$ cat src/hdl/msp_pkg.sv
// package for the module status and power control block
package msp_pkg;

  // clock and timing
  localparam int unsigned CLK_HZ            = 250_000_000;
  localparam int unsigned FACTORY_HOLD_S    = 10;
  localparam longint unsigned FACTORY_HOLD_CYC = longint'(FACTORY_HOLD_S) * CLK_HZ;
  localparam int unsigned STBY_CLK_HZ_X1000 = 32_768_000;
  localparam int unsigned STBY_DIV_CYC      = 7629;
  localparam int unsigned BLINK_MS          = 50;
  localparam int unsigned BLINK_CYC         = BLINK_MS * (CLK_HZ / 1000);
  localparam int unsigned GPIO_N            = 19;

  // register byte offsets
  localparam logic [7:0] REG_CTRL     = 8'h00;
  localparam logic [7:0] REG_STATUS   = 8'h04;
  localparam logic [7:0] REG_WAKE_EN  = 8'h08;
  localparam logic [7:0] REG_GPIO_DIR = 8'h0c;
  localparam logic [7:0] REG_GPIO_OUT = 8'h10;
  localparam logic [7:0] REG_GPIO_DRV = 8'h14;
  localparam logic [7:0] REG_GPIO_EDG = 8'h18;
  localparam logic [7:0] REG_GPIO_EVT = 8'h1c;
  localparam logic [7:0] REG_GPIO_IN  = 8'h20;
  localparam logic [7:0] REG_GPIO_ENA = 8'h24;

  // ctrl fields
  localparam int unsigned CTRL_CMD_MODE_BIT  = 0;
  localparam int unsigned CTRL_CONNECTING_BIT = 1;
  localparam int unsigned CTRL_CONNECTED_BIT = 2;
  localparam int unsigned CTRL_PWROFF_BIT    = 3;
  localparam int unsigned CTRL_STANDBY_BIT   = 4;
  localparam int unsigned CTRL_SLEEP_BIT     = 5;
  localparam int unsigned CTRL_LATCH_BIT     = 6;
  localparam int unsigned CTRL_SAVE_DONE_BIT = 7;
  localparam int unsigned CTRL_SLEEP_PIN_LSB = 8;
  localparam int unsigned CTRL_DTR_SEL_LSB   = 16;
  localparam int unsigned CTRL_BONDED_BIT    = 18;
  localparam int unsigned CTRL_GAP_BIT       = 19;

  // wake enable fields
  localparam int unsigned WK_RTC = 0;
  localparam int unsigned WK_RADIO = 1;
  localparam int unsigned WK_NFD = 2;
  localparam int unsigned WK_SENSOR = 3;
  localparam int unsigned WK_PIN = 4;
  localparam int unsigned WK_LPCOMP = 5;

  localparam logic [31:0] REG_RESET = 32'h0000_0000;
  localparam logic [1:0]  AXI_OKAY  = 2'h0;
  localparam logic [1:0]  AXI_SLVERR = 2'h2;

  typedef enum logic [1:0] {
    MSP_START_NORMAL,
    MSP_START_SERIAL_DEFAULTS,
    MSP_START_BOOTLOADER
  } msp_start_t;

  typedef enum {
    MSP_ST_ACTIVE,
    MSP_ST_SAVING,
    MSP_ST_STANDBY,
    MSP_ST_SLEEP,
    MSP_ST_BROWNOUT
  } msp_pwr_t;

  typedef struct packed {
    logic red_n;
    logic green_n;
    logic blue_n;
  } msp_led_t;

  typedef struct packed {
    logic rtc;
    logic radio;
    logic near_field_detect;
    logic sensor;
    logic lp_comp;
  } msp_wake_t;

endpackage : msp_pkg

$ cat src/hdl/msp_top.sv
// module status, start-up straps, reset, power modes and gpio control
`timescale 1ns/1ps
module msp_top
  import msp_pkg::*;
#(
  parameter longint unsigned FACTORY_HOLD = FACTORY_HOLD_CYC,
  parameter int unsigned     STBY_DIV     = STBY_DIV_CYC,
  parameter int unsigned     BLINK        = BLINK_CYC,
  parameter int unsigned     NG           = GPIO_N
) (
  // clock and reset
  input  wire logic          clk,
  input  wire logic          rst_n,
  // axi4-lite slave
  input  wire logic [7:0]    s_axi_awaddr,
  input  wire logic          s_axi_awvalid,
  output logic               s_axi_awready,
  input  wire logic [31:0]   s_axi_wdata,
  input  wire logic [3:0]    s_axi_wstrb,
  input  wire logic          s_axi_wvalid,
  output logic               s_axi_wready,
  output logic [1:0]         s_axi_bresp,
  output logic               s_axi_bvalid,
  input  wire logic          s_axi_bready,
  input  wire logic [7:0]    s_axi_araddr,
  input  wire logic          s_axi_arvalid,
  output logic               s_axi_arready,
  output logic [31:0]        s_axi_rdata,
  output logic [1:0]         s_axi_rresp,
  output logic               s_axi_rvalid,
  input  wire logic          s_axi_rready,
  // pins
  input  wire logic          switch_1_n,
  input  wire logic          switch_2_n,
  input  wire logic          dsr_n,
  output logic               dtr_n,
  output msp_led_t           led,
  // events from the rest of the module
  input  wire logic          serial_port_emulation_activity,
  input  wire logic          brownout,
  input  wire msp_wake_t     wake_src,
  // gpio pins, oe low while driven
  input  wire logic [NG-1:0] gpio_in,
  output logic [NG-1:0]      gpio_out,
  output logic [NG-1:0]      gpio_oe_n,
  output logic [NG-1:0]      gpio_high_drive,
  // power status
  output logic               soft_reset,
  output logic               nvm_save_req,
  output logic               standby_clk_en,
  output logic               core_powered,
  output logic               reboot_req,
  output logic               connect_req,
  output logic               serial_lines_en,
  output msp_start_t         start_action,
  output logic               factory_reset
);

  // synchronisers
  logic [1:0] s1_q, s2_q, dsr_q;
  logic [NG-1:0] gs1_q, gs2_q;
  always_ff @(posedge clk or negedge rst_n) begin
    if (!rst_n) begin
      s1_q  <= 2'h3;
      s2_q  <= 2'h3;
      dsr_q <= 2'h3;
      gs1_q <= '0;
      gs2_q <= '0;
    end else begin
      s1_q  <= {s1_q[0], switch_1_n};
      s2_q  <= {s2_q[0], switch_2_n};
      dsr_q <= {dsr_q[0], dsr_n};
      gs1_q <= gpio_in;
      gs2_q <= gs1_q;
    end
  end
  wire sw1_low = ~s1_q[1];
  wire sw2_low = ~s2_q[1];
  wire dsr_low = ~dsr_q[1];

  // registers
  logic [31:0]   ctrl_q, wake_en_q;
  logic [NG-1:0] dir_q, out_q, drv_q, edg_q, evt_q, ena_q, latch_q, gprev_q;
  msp_pwr_t      pwr_q;
  wire           dsr_fall;

  // axi4-lite handshake
  logic       aw_q, w_q, ar_q;
  logic [7:0] awa_q, ara_q;
  logic [31:0] wd_q;
  logic [3:0]  ws_q;
  assign s_axi_awready = ~aw_q & ~s_axi_bvalid;
  assign s_axi_wready  = ~w_q & ~s_axi_bvalid;
  assign s_axi_arready = ~ar_q & ~s_axi_rvalid;
  wire   wr_go = aw_q & w_q & ~s_axi_bvalid;

  function automatic logic mapped(input logic [7:0] a);
    mapped = (a[1:0] == 2'h0) && (a <= REG_GPIO_ENA);
  endfunction : mapped

  function automatic logic [31:0] merge(input logic [31:0] o, input logic [31:0] d,
                                        input logic [3:0] s);
    for (int i = 0; i < 4; i++) begin
      merge[i*8 +: 8] = s[i] ? d[i*8 +: 8] : o[i*8 +: 8];
    end
  endfunction : merge

  always_ff @(posedge clk or negedge rst_n) begin
    if (!rst_n) begin
      aw_q  <= 1'b0;
      w_q   <= 1'b0;
      awa_q <= 8'h00;
      wd_q  <= 32'h0000_0000;
      ws_q  <= 4'h0;
      s_axi_bvalid <= 1'b0;
      s_axi_bresp  <= AXI_OKAY;
    end else begin
      if (s_axi_awvalid && s_axi_awready) begin
        aw_q  <= 1'b1;
        awa_q <= s_axi_awaddr;
      end
      if (s_axi_wvalid && s_axi_wready) begin
        w_q  <= 1'b1;
        wd_q <= s_axi_wdata;
        ws_q <= s_axi_wstrb;
      end
      if (wr_go) begin
        aw_q <= 1'b0;
        w_q  <= 1'b0;
        s_axi_bvalid <= 1'b1;
        s_axi_bresp  <= mapped(awa_q) ? AXI_OKAY : AXI_SLVERR;
      end else if (s_axi_bvalid && s_axi_bready) begin
        s_axi_bvalid <= 1'b0;
      end
    end
  end
  wire wr_ctrl = wr_go && awa_q == REG_CTRL;
  wire wr_evt  = wr_go && awa_q == REG_GPIO_EVT;

  // registers written by software; standby and sleep bits self-clear when taken, power-off bit once the save is done
  always_ff @(posedge clk or negedge rst_n) begin
    if (!rst_n) begin
      ctrl_q    <= REG_RESET;
      wake_en_q <= REG_RESET;
      dir_q     <= '0;
      out_q     <= '0;
      drv_q     <= '0;
      edg_q     <= '0;
      ena_q     <= '0;
    end else begin
      if (wr_go) begin
        case (awa_q)
          REG_CTRL:     ctrl_q    <= merge(ctrl_q, wd_q, ws_q);
          REG_WAKE_EN:  wake_en_q <= merge(wake_en_q, wd_q, ws_q);
          REG_GPIO_DIR: dir_q <= NG'(merge(32'(dir_q), wd_q, ws_q));
          REG_GPIO_OUT: out_q <= NG'(merge(32'(out_q), wd_q, ws_q));
          REG_GPIO_DRV: drv_q <= NG'(merge(32'(drv_q), wd_q, ws_q));
          REG_GPIO_EDG: edg_q <= NG'(merge(32'(edg_q), wd_q, ws_q));
          REG_GPIO_ENA: ena_q <= NG'(merge(32'(ena_q), wd_q, ws_q));
          default: ;
        endcase
      end
      if (pwr_q == MSP_ST_SAVING && ctrl_q[CTRL_SAVE_DONE_BIT]) begin
        ctrl_q[CTRL_PWROFF_BIT]    <= 1'b0;
        ctrl_q[CTRL_SAVE_DONE_BIT] <= 1'b0;
      end
      if (pwr_q != MSP_ST_ACTIVE) begin
        ctrl_q[CTRL_STANDBY_BIT] <= 1'b0;
        ctrl_q[CTRL_SLEEP_BIT]   <= 1'b0;
      end
      if (dsr_fall) begin
        ctrl_q[CTRL_CMD_MODE_BIT] <= 1'b1;
        ctrl_q[CTRL_CONNECTED_BIT] <= 1'b0;
        ctrl_q[CTRL_CONNECTING_BIT] <= 1'b0;
      end
    end
  end

  // gpio: disabled pins neither drive nor sense
  wire [NG-1:0] gin = gs2_q & ena_q & ~dir_q;
  assign gpio_oe_n       = ~(ena_q & dir_q);
  assign gpio_out        = out_q;
  assign gpio_high_drive = drv_q;

  // edge flags: set wins over write-one-to-clear
  wire [NG-1:0] rise = gin & ~gprev_q;
  wire [NG-1:0] fall = ~gin & gprev_q;
  wire [NG-1:0] hit  = (edg_q & rise) | (~edg_q & fall);
  always_ff @(posedge clk or negedge rst_n) begin
    if (!rst_n) begin
      gprev_q <= '0;
      evt_q   <= '0;
    end else begin
      gprev_q <= gin;
      evt_q   <= (evt_q & ~(wr_evt ? NG'(wd_q) : '0)) | hit;
    end
  end

  // dsr edge and the chosen sleep-control gpio
  logic dsr_prev_q;
  always_ff @(posedge clk or negedge rst_n) begin
    if (!rst_n) dsr_prev_q <= 1'b0;
    else        dsr_prev_q <= dsr_low;
  end
  assign dsr_fall = dsr_low & ~dsr_prev_q;
  wire [4:0] sp = ctrl_q[CTRL_SLEEP_PIN_LSB +: 5];
  wire sleep_pin_evt = (sp < 5'(NG)) ? hit[sp] : 1'b0;
  assign serial_lines_en = ~dsr_low;

  // start-up straps, caught once after reset release
  // wait two edges so the synchronisers hold the pin, not their reset value
  logic      started_q;
  logic [1:0]  warm_q;
  logic [63:0] hold_q;
  always_ff @(posedge clk or negedge rst_n) begin
    if (!rst_n) begin
      started_q     <= 1'b0;
      warm_q        <= 2'h0;
      start_action  <= MSP_START_NORMAL;
      hold_q        <= 64'h0;
      factory_reset <= 1'b0;
    end else begin
      if (!started_q && warm_q != 2'h2) begin
        warm_q <= warm_q + 2'h1;
      end else if (!started_q) begin
        started_q <= 1'b1;
        if (sw1_low && sw2_low)
          start_action <= MSP_START_BOOTLOADER;
        else if (sw2_low)
          start_action <= MSP_START_SERIAL_DEFAULTS;
        else
          start_action <= MSP_START_NORMAL;
      end else if (start_action == MSP_START_BOOTLOADER && !factory_reset) begin
        if (!(sw1_low && sw2_low)) begin
          hold_q <= 64'h0;  // released early: stays in bootloader
        end else if (hold_q >= FACTORY_HOLD - 64'h1) begin
          factory_reset <= 1'b1;
          start_action  <= MSP_START_NORMAL;
        end else begin
          hold_q <= hold_q + 64'h1;
        end
      end
    end
  end
  // strap 2 is a connect request only once start-up is done
  assign connect_req = started_q & sw2_low &
                       (start_action != MSP_START_BOOTLOADER);

  // power state machine; hardware reset arrives on rst_n and skips the save
  logic [12:0] div_q;
  logic [NG-1:0] wake_latch_q;
  wire latch_chg = ctrl_q[CTRL_LATCH_BIT] & |((gs2_q & ena_q) ^ latch_q);
  wire stby_wake = (wake_src.rtc & wake_en_q[WK_RTC]) |
                   (wake_src.radio & wake_en_q[WK_RADIO]) |
                   (wake_src.near_field_detect & wake_en_q[WK_NFD]) |
                   ((wake_src.sensor | |hit) & wake_en_q[WK_SENSOR]);
  // sleep wake ignores rtc and radio by design
  wire slp_wake = ((|hit | latch_chg | sleep_pin_evt) & wake_en_q[WK_PIN]) |
                  (wake_src.lp_comp & wake_en_q[WK_LPCOMP]) |
                  (wake_src.near_field_detect & wake_en_q[WK_NFD]) |
                  latch_chg | sleep_pin_evt;
  always_ff @(posedge clk or negedge rst_n) begin
    if (!rst_n) begin
      pwr_q        <= MSP_ST_ACTIVE;
      soft_reset   <= 1'b0;
      reboot_req   <= 1'b0;
      latch_q      <= '0;
    end else begin
      soft_reset <= 1'b0;
      reboot_req <= 1'b0;
      if (brownout) begin
        pwr_q <= MSP_ST_BROWNOUT;
      end else begin
        case (pwr_q)
          MSP_ST_ACTIVE: begin
            if (ctrl_q[CTRL_PWROFF_BIT]) pwr_q <= MSP_ST_SAVING;
            else if (ctrl_q[CTRL_SLEEP_BIT] || sleep_pin_evt || (dsr_fall &&
                     ctrl_q[CTRL_CMD_MODE_BIT])) begin
              pwr_q   <= MSP_ST_SLEEP;
              latch_q <= gs2_q & ena_q;
            end else if (ctrl_q[CTRL_STANDBY_BIT]) pwr_q <= MSP_ST_STANDBY;
          end
          MSP_ST_SAVING: if (ctrl_q[CTRL_SAVE_DONE_BIT]) begin
            soft_reset <= 1'b1;
            pwr_q      <= MSP_ST_ACTIVE;
          end
          MSP_ST_STANDBY: if (stby_wake) pwr_q <= MSP_ST_ACTIVE;
          MSP_ST_SLEEP: if (slp_wake) begin
            reboot_req <= 1'b1;
            pwr_q      <= MSP_ST_ACTIVE;
          end
          MSP_ST_BROWNOUT: ;
          default: pwr_q <= MSP_ST_ACTIVE;
        endcase
      end
    end
  end
  // no save request is made on brown-out or hardware reset
  assign nvm_save_req = (pwr_q == MSP_ST_SAVING);
  assign core_powered = (pwr_q == MSP_ST_ACTIVE) || (pwr_q == MSP_ST_SAVING);

  // standby tick divider, about 32.768 khz from the core clock
  always_ff @(posedge clk or negedge rst_n) begin
    if (!rst_n) begin
      div_q          <= 13'h0;
      standby_clk_en <= 1'b0;
    end else begin
      standby_clk_en <= 1'b0;
      if (pwr_q == MSP_ST_STANDBY) begin
        if (div_q >= 13'(STBY_DIV - 1)) begin
          div_q          <= 13'h0;
          standby_clk_en <= 1'b1;
        end else begin
          div_q <= div_q + 13'h1;
        end
      end else begin
        div_q <= 13'h0;
      end
    end
  end

  // status led with activity blink
  logic [31:0] blink_q;
  always_ff @(posedge clk or negedge rst_n) begin
    if (!rst_n) blink_q <= 32'h0;
    else if (serial_port_emulation_activity && ctrl_q[CTRL_CONNECTED_BIT])
      blink_q <= 32'(BLINK);
    else if (blink_q != 32'h0) blink_q <= blink_q - 32'h1;
  end
  wire blink_off = (blink_q != 32'h0) && (blink_q < 32'(BLINK / 2));
  always_ff @(posedge clk or negedge rst_n) begin
    if (!rst_n) begin
      led <= '{red_n: 1'b1, green_n: 1'b1, blue_n: 1'b1};
    end else if (!core_powered) begin
      led <= '{red_n: 1'b1, green_n: 1'b1, blue_n: 1'b1};
    end else if (ctrl_q[CTRL_CONNECTED_BIT]) begin
      led <= '{red_n: 1'b1, green_n: 1'b1, blue_n: blink_off};
    end else if (ctrl_q[CTRL_CONNECTING_BIT]) begin
      led <= '{red_n: 1'b0, green_n: 1'b1, blue_n: 1'b0};
    end else if (ctrl_q[CTRL_CMD_MODE_BIT]) begin
      led <= '{red_n: 1'b0, green_n: 1'b0, blue_n: 1'b1};
    end else begin
      led <= '{red_n: 1'b1, green_n: 1'b0, blue_n: 1'b1};
    end
  end

  // dtr indication, active low
  always_ff @(posedge clk or negedge rst_n) begin
    if (!rst_n) dtr_n <= 1'b1;
    else case (ctrl_q[CTRL_DTR_SEL_LSB +: 2])
      2'h0: dtr_n <= ~ctrl_q[CTRL_CMD_MODE_BIT];
      2'h1: dtr_n <= ~ctrl_q[CTRL_CONNECTED_BIT];
      2'h2: dtr_n <= ~ctrl_q[CTRL_BONDED_BIT];
      default: dtr_n <= ~ctrl_q[CTRL_GAP_BIT];
    endcase
  end

  // read channel, one cycle after the address is taken
  always_ff @(posedge clk or negedge rst_n) begin
    if (!rst_n) begin
      ar_q  <= 1'b0;
      ara_q <= 8'h00;
    end else if (s_axi_arvalid && s_axi_arready) begin
      ar_q  <= 1'b1;
      ara_q <= s_axi_araddr;
    end else begin
      ar_q <= 1'b0;
    end
  end
  always_ff @(posedge clk or negedge rst_n) begin
    if (!rst_n) begin
      s_axi_rvalid <= 1'b0;
      s_axi_rdata  <= 32'h0000_0000;
      s_axi_rresp  <= AXI_OKAY;
    end else if (ar_q) begin
      s_axi_rvalid <= 1'b1;
      s_axi_rresp  <= mapped(ara_q) ? AXI_OKAY : AXI_SLVERR;
      case (ara_q)
        REG_CTRL:     s_axi_rdata <= ctrl_q;
        REG_STATUS:   s_axi_rdata <= {20'h0, factory_reset, 2'(start_action), started_q,
                                      sw2_low, sw1_low, dsr_low, 4'(pwr_q), core_powered};
        REG_WAKE_EN:  s_axi_rdata <= wake_en_q;
        REG_GPIO_DIR: s_axi_rdata <= 32'(dir_q);
        REG_GPIO_OUT: s_axi_rdata <= 32'(out_q);
        REG_GPIO_DRV: s_axi_rdata <= 32'(drv_q);
        REG_GPIO_EDG: s_axi_rdata <= 32'(edg_q);
        REG_GPIO_EVT: s_axi_rdata <= 32'(evt_q);
        REG_GPIO_IN:  s_axi_rdata <= 32'(gin);
        REG_GPIO_ENA: s_axi_rdata <= 32'(ena_q);
        default:      s_axi_rdata <= 32'h0000_0000;
      endcase
    end else if (s_axi_rvalid && s_axi_rready) begin
      s_axi_rvalid <= 1'b0;
    end
  end

  logic unused_ok;
  assign unused_ok = ^{evt_q, wake_latch_q, ara_q};
  always_ff @(posedge clk or negedge rst_n) begin
    if (!rst_n) wake_latch_q <= '0;
    else        wake_latch_q <= latch_q;
  end

endmodule : msp_top

$ cat config.mk
export PLATFORM = sky130hd
export DESIGN_NAME = msp_top
export DESIGN_NICKNAME = d
export VERILOG_FILES = /design/src/hdl/msp_pkg.sv /design/src/hdl/msp_top.sv
export SDC_FILE = /design/constraint.sdc
export NUM_CORES = 1
export LEC_CHECK = 0
export BUFFER_PORTS_ARGS = -buffer_cell sky130_fd_sc_hd__buf_4
export CAP_MARGIN = 20
export CORE_UTILIZATION = 40
export DETAILED_ROUTE_END_ITERATION = 10
export HOLD_SLACK_MARGIN = 0.12
export SETUP_SLACK_MARGIN = 0.3
export SKIP_LAST_GASP = 1
export SLEW_MARGIN = 20
export SYNTH_ARGS = -nofsm -noshare
export SYNTH_HDL_FRONTEND = slang
export SYNTH_SLANG_ARGS = --single-unit
$ cat constraint.sdc
create_clock -name clk -period 2.6 [get_ports clk]
set_clock_uncertainty 0.15 [all_clocks]
set_input_delay 0.13 -clock clk [delete_from_list [all_inputs] [get_ports clk]]
set_output_delay 0.13 -clock clk [all_outputs]
set_load 0.02 [all_outputs]
==> impl_metrics.toml <==
[timing]
worst_slew_margin_rel = 0.4750
finalCritPeriodShare = 1.066
finalSetupViolations = 25
holdWs_ns = 0.1561
tightest_slew_ns = 0.7846
max_freq_mhz = 360.8
maxSlewViolCount = 0
setup_ws_ns = -0.1720
rsz0062_at_grt = "yes"
final_hold_viol_count = 0
period_needed_ns = 2.772

[floorplan]
rows = 83
core_sq_um = 51410
dieWidth_um = 230.5
ioPinCount = 200
initial_core_util = 0.4063
fp.dieH_um = 230.5
dieArea_sq_um = 53130

[power]
powerDensity_nw_per_um2 = 730.1
vdd_drop_max_v = 0.0005699
total_power_mw = 21.95
p_leak_nw = 14.07

[outcome]
status = "finished, violations left"
violations = "negative setup slack"

[setup_path]
critPathTopFamily = "simple AND/OR/NAND/NOR gates"
crit_arrival_ns = 3.14
cp_slowest_cell = "or4_4"
ff2ff_setup_slack_ns = -0.17
cpPeakStageDelay_ns = 0.54
required_ns = 2.97
cp-start-kind = "flop"
crit_path_max_fanout = 6
endpoint_kind = "flop"
r2r_cells = 8
cp_common_cell = "or4_4"
path_buf_inv = 1
path_cells = "or4_4 -> or4_4 -> or2_4 -> buf_12 -> a211oi_4 -> nand2_2 -> or3_1 -> a21oi_1"
rr_endpoint = "blink_q[22]"
critPathKind = "flop to flop"
r2r_start = "blink_q[6]"

[logic_synthesis]
synth_edf_count = 0
synth.avg_cell_area_sq_um = 11.62
async_flop_share = 1.000
ys_seq_area_frac = 0.5721
ys.flop_type = "dfrtp_1"
syn_inst = 1797
netlist_top_cells_area = "dfrtp_1 56%, mux2_2 11%, mux2i_1 3.5%"
synth-seq-cells = 477
yosys.area.top_type = "dfrtp_1"
yosys.cell_types.count = 70
syn_area_sq_um = 20890
yosysWarnings = 0
synth_top_area_share = 0.5595

[drt]
antenna_left = 0
post-route-drc-count = 0
drt_wl_total_um = 65380
via_per_inst = 5.358
firstDrtPassIters = 6
wl_per_cell_um = 21.10
vias = 16600
drt_iter0_markers = 1163

[global_route]
grt_overflow = 0
antenna_found_initial = 1
grt_max_degree = 78
grt_pass1_wl_um = 98260
grt_pass1_vias = 17160
grt_use_total = 0.2388

[layout]
final_common_cell = "dfrtp_1"
layout.area.seq_sq_um = 11950
fin_nets = 2468
drive_gt1_frac = 0.3873
final_cell_mix = "464 x dfrtp_1, 352 x buf_4, 159 x dlygate4sd3_1, 147 x mux2_2, 118 x nor2_1"
multiInputGateArea_sq_um = 9899
area_delta_synth_final_pct = 43.95
fillers = 4152

[clocking]
cts_buffers = 51
tritoncts = "yes"
cts_root_buf = "clkbuf_16"
h-tree-depth = 2
clockBufferDepth = 3
clock_sinks = 477
clk_pin_slew_ns = 0.06
clk_latency_ns = 0.60

[min_path]
min_to = "wd_q[13]"
hold_path_class = "primary input to flop"
hold_start = "s_axi_wdata[13]"
worstHoldPathCells = 3

[placement]
gp_congestion = 0.8799
dp_hpwl_um = 41230
portBuffers = 197

[job]
maxCapViolCount = 0
## metrics by stage
step	setup TNS, ns	std cells	setup WS, ns	area (sq um)	utilization
floorplan	-1.140	1798	-0.1611	21110	-
global placement	-0.4847	2770	-0.1067	24570	0.4779
detailed placement	-1.326	2770	-0.1569	24570	0.4779
CTS	-0.8910	3060	-0.1469	28950	0.5631
global route	-6.132	3098	-0.2549	30070	0.5849
finish	-1.709	3098	-0.1720	30070	0.5849
## worst max path at each step
stage               start           to  depth (start not counted)
2_1_floorplan  blink_q[6]  blink_q[21]                          9
3_3_place_gp   blink_q[6]  blink_q[31]                          8
3_5_place_dp   blink_q[6]  blink_q[31]                          8
4_1_cts        blink_q[6]  blink_q[31]                          8
5_1_grt        blink_q[6]  blink_q[26]                          9
6_report       blink_q[6]  blink_q[22]                          8
## worst min-delay path: stages
cell           delay (ns)
dlygate4sd3_1        0.52
buf_4                0.10
mux2_2               0.13
## routing by layer
layer | vias up | global-route usage | part of all wire
met5 | - | 0 | 0
met4 | 0 | 0.09127 | 0.039
met3 | 143 | 0.04743 | 0.065
met2 | 517 | 0.3900 | 0.48
met1 | 8443 | 0.3132 | 0.41
li1 | 7497 | - | -
## Yosys cell counts (6+ instances only)
cell        n
and3_1     24
mux2_2    207
a221oi_1   16
o31ai_1     6
a21o_1      6
nand3b_1   21
o21ai_0    23
dfstp_2    10
a21oi_1    35
clkbuf_1   50
or3_1      11
nor4_1     20
and3b_1     8
xnor2_1    57
nor3_1     24
dfrtp_1   467
buf_1       6
nand2_1   167
a22oi_1    35
nand3_1    33
o22ai_1    42
mux2i_1    74
nand2b_1   10
inv_1      80
nand4_1    21
nor3b_1     7
nor2b_1    67
xor2_1     23
and2_1      9
a222oi_1    8
a211oi_1    6
or4_1       9
nor2_1    144
## power breakdown
part / switching [mW] / internal [mW] / total (mW)
clock network: 3.04 / 4.26 / 7.29
registers: 1.36 / 8.47 / 9.83
logic: 2.14 / 2.68 / 4.82
## area by class of cell
type	instances	area share
clock inverters	12	0.004162
multi-input cells	1181	0.3293
clock buffers	83	0.05148
repair buffers	584	0.1792
diodes	1	0.00008323
inverters	80	0.009988
well taps	680	0.02830
flip-flops and latches	477	0.3976
## repair_timing
item / CTS / global route
hold buffers: 160 / 0
hold endpoints to repair: 601 / 0
setup endpoints to repair: 260 / 315
gates resized for setup: 192 / 172
setup buffers: 34 / 30
gates cloned: 1 / 7
pin swaps: 42 / 95
## cell families after synthesis
kind of cell / count (synthesis) / synth area share
simple gates: 606 / 0.1489
flops: 477 / 0.5721
mux: 282 / 0.1481
compound gates: 205 / 0.06811
buf+inv: 141 / 0.02600
xor+xnor: 80 / 0.03355
fa+ha+maj: 5 / 0.002995
other cells: 1 / 0.0001795
## sequential cells by signal, summed over array words and instances, names as in the netlist, 4 cells and up
signal and count:
wd_q 32, blink_q 32, edg_q 19, gs1_q 19, latch_q 19, ena_q 19, dir_q 19, wake_en_q 32
ws_q 4, gpio_out 19, div_q 13, s_axi_rdata 32, awa_q 8, gprev_q 19, gs2_q 19, hold_q 64
evt_q 19, ara_q 8, ctrl_q 32, gpio_high_drive 19
No activity file was read; power rests on OpenSTA's default activity.
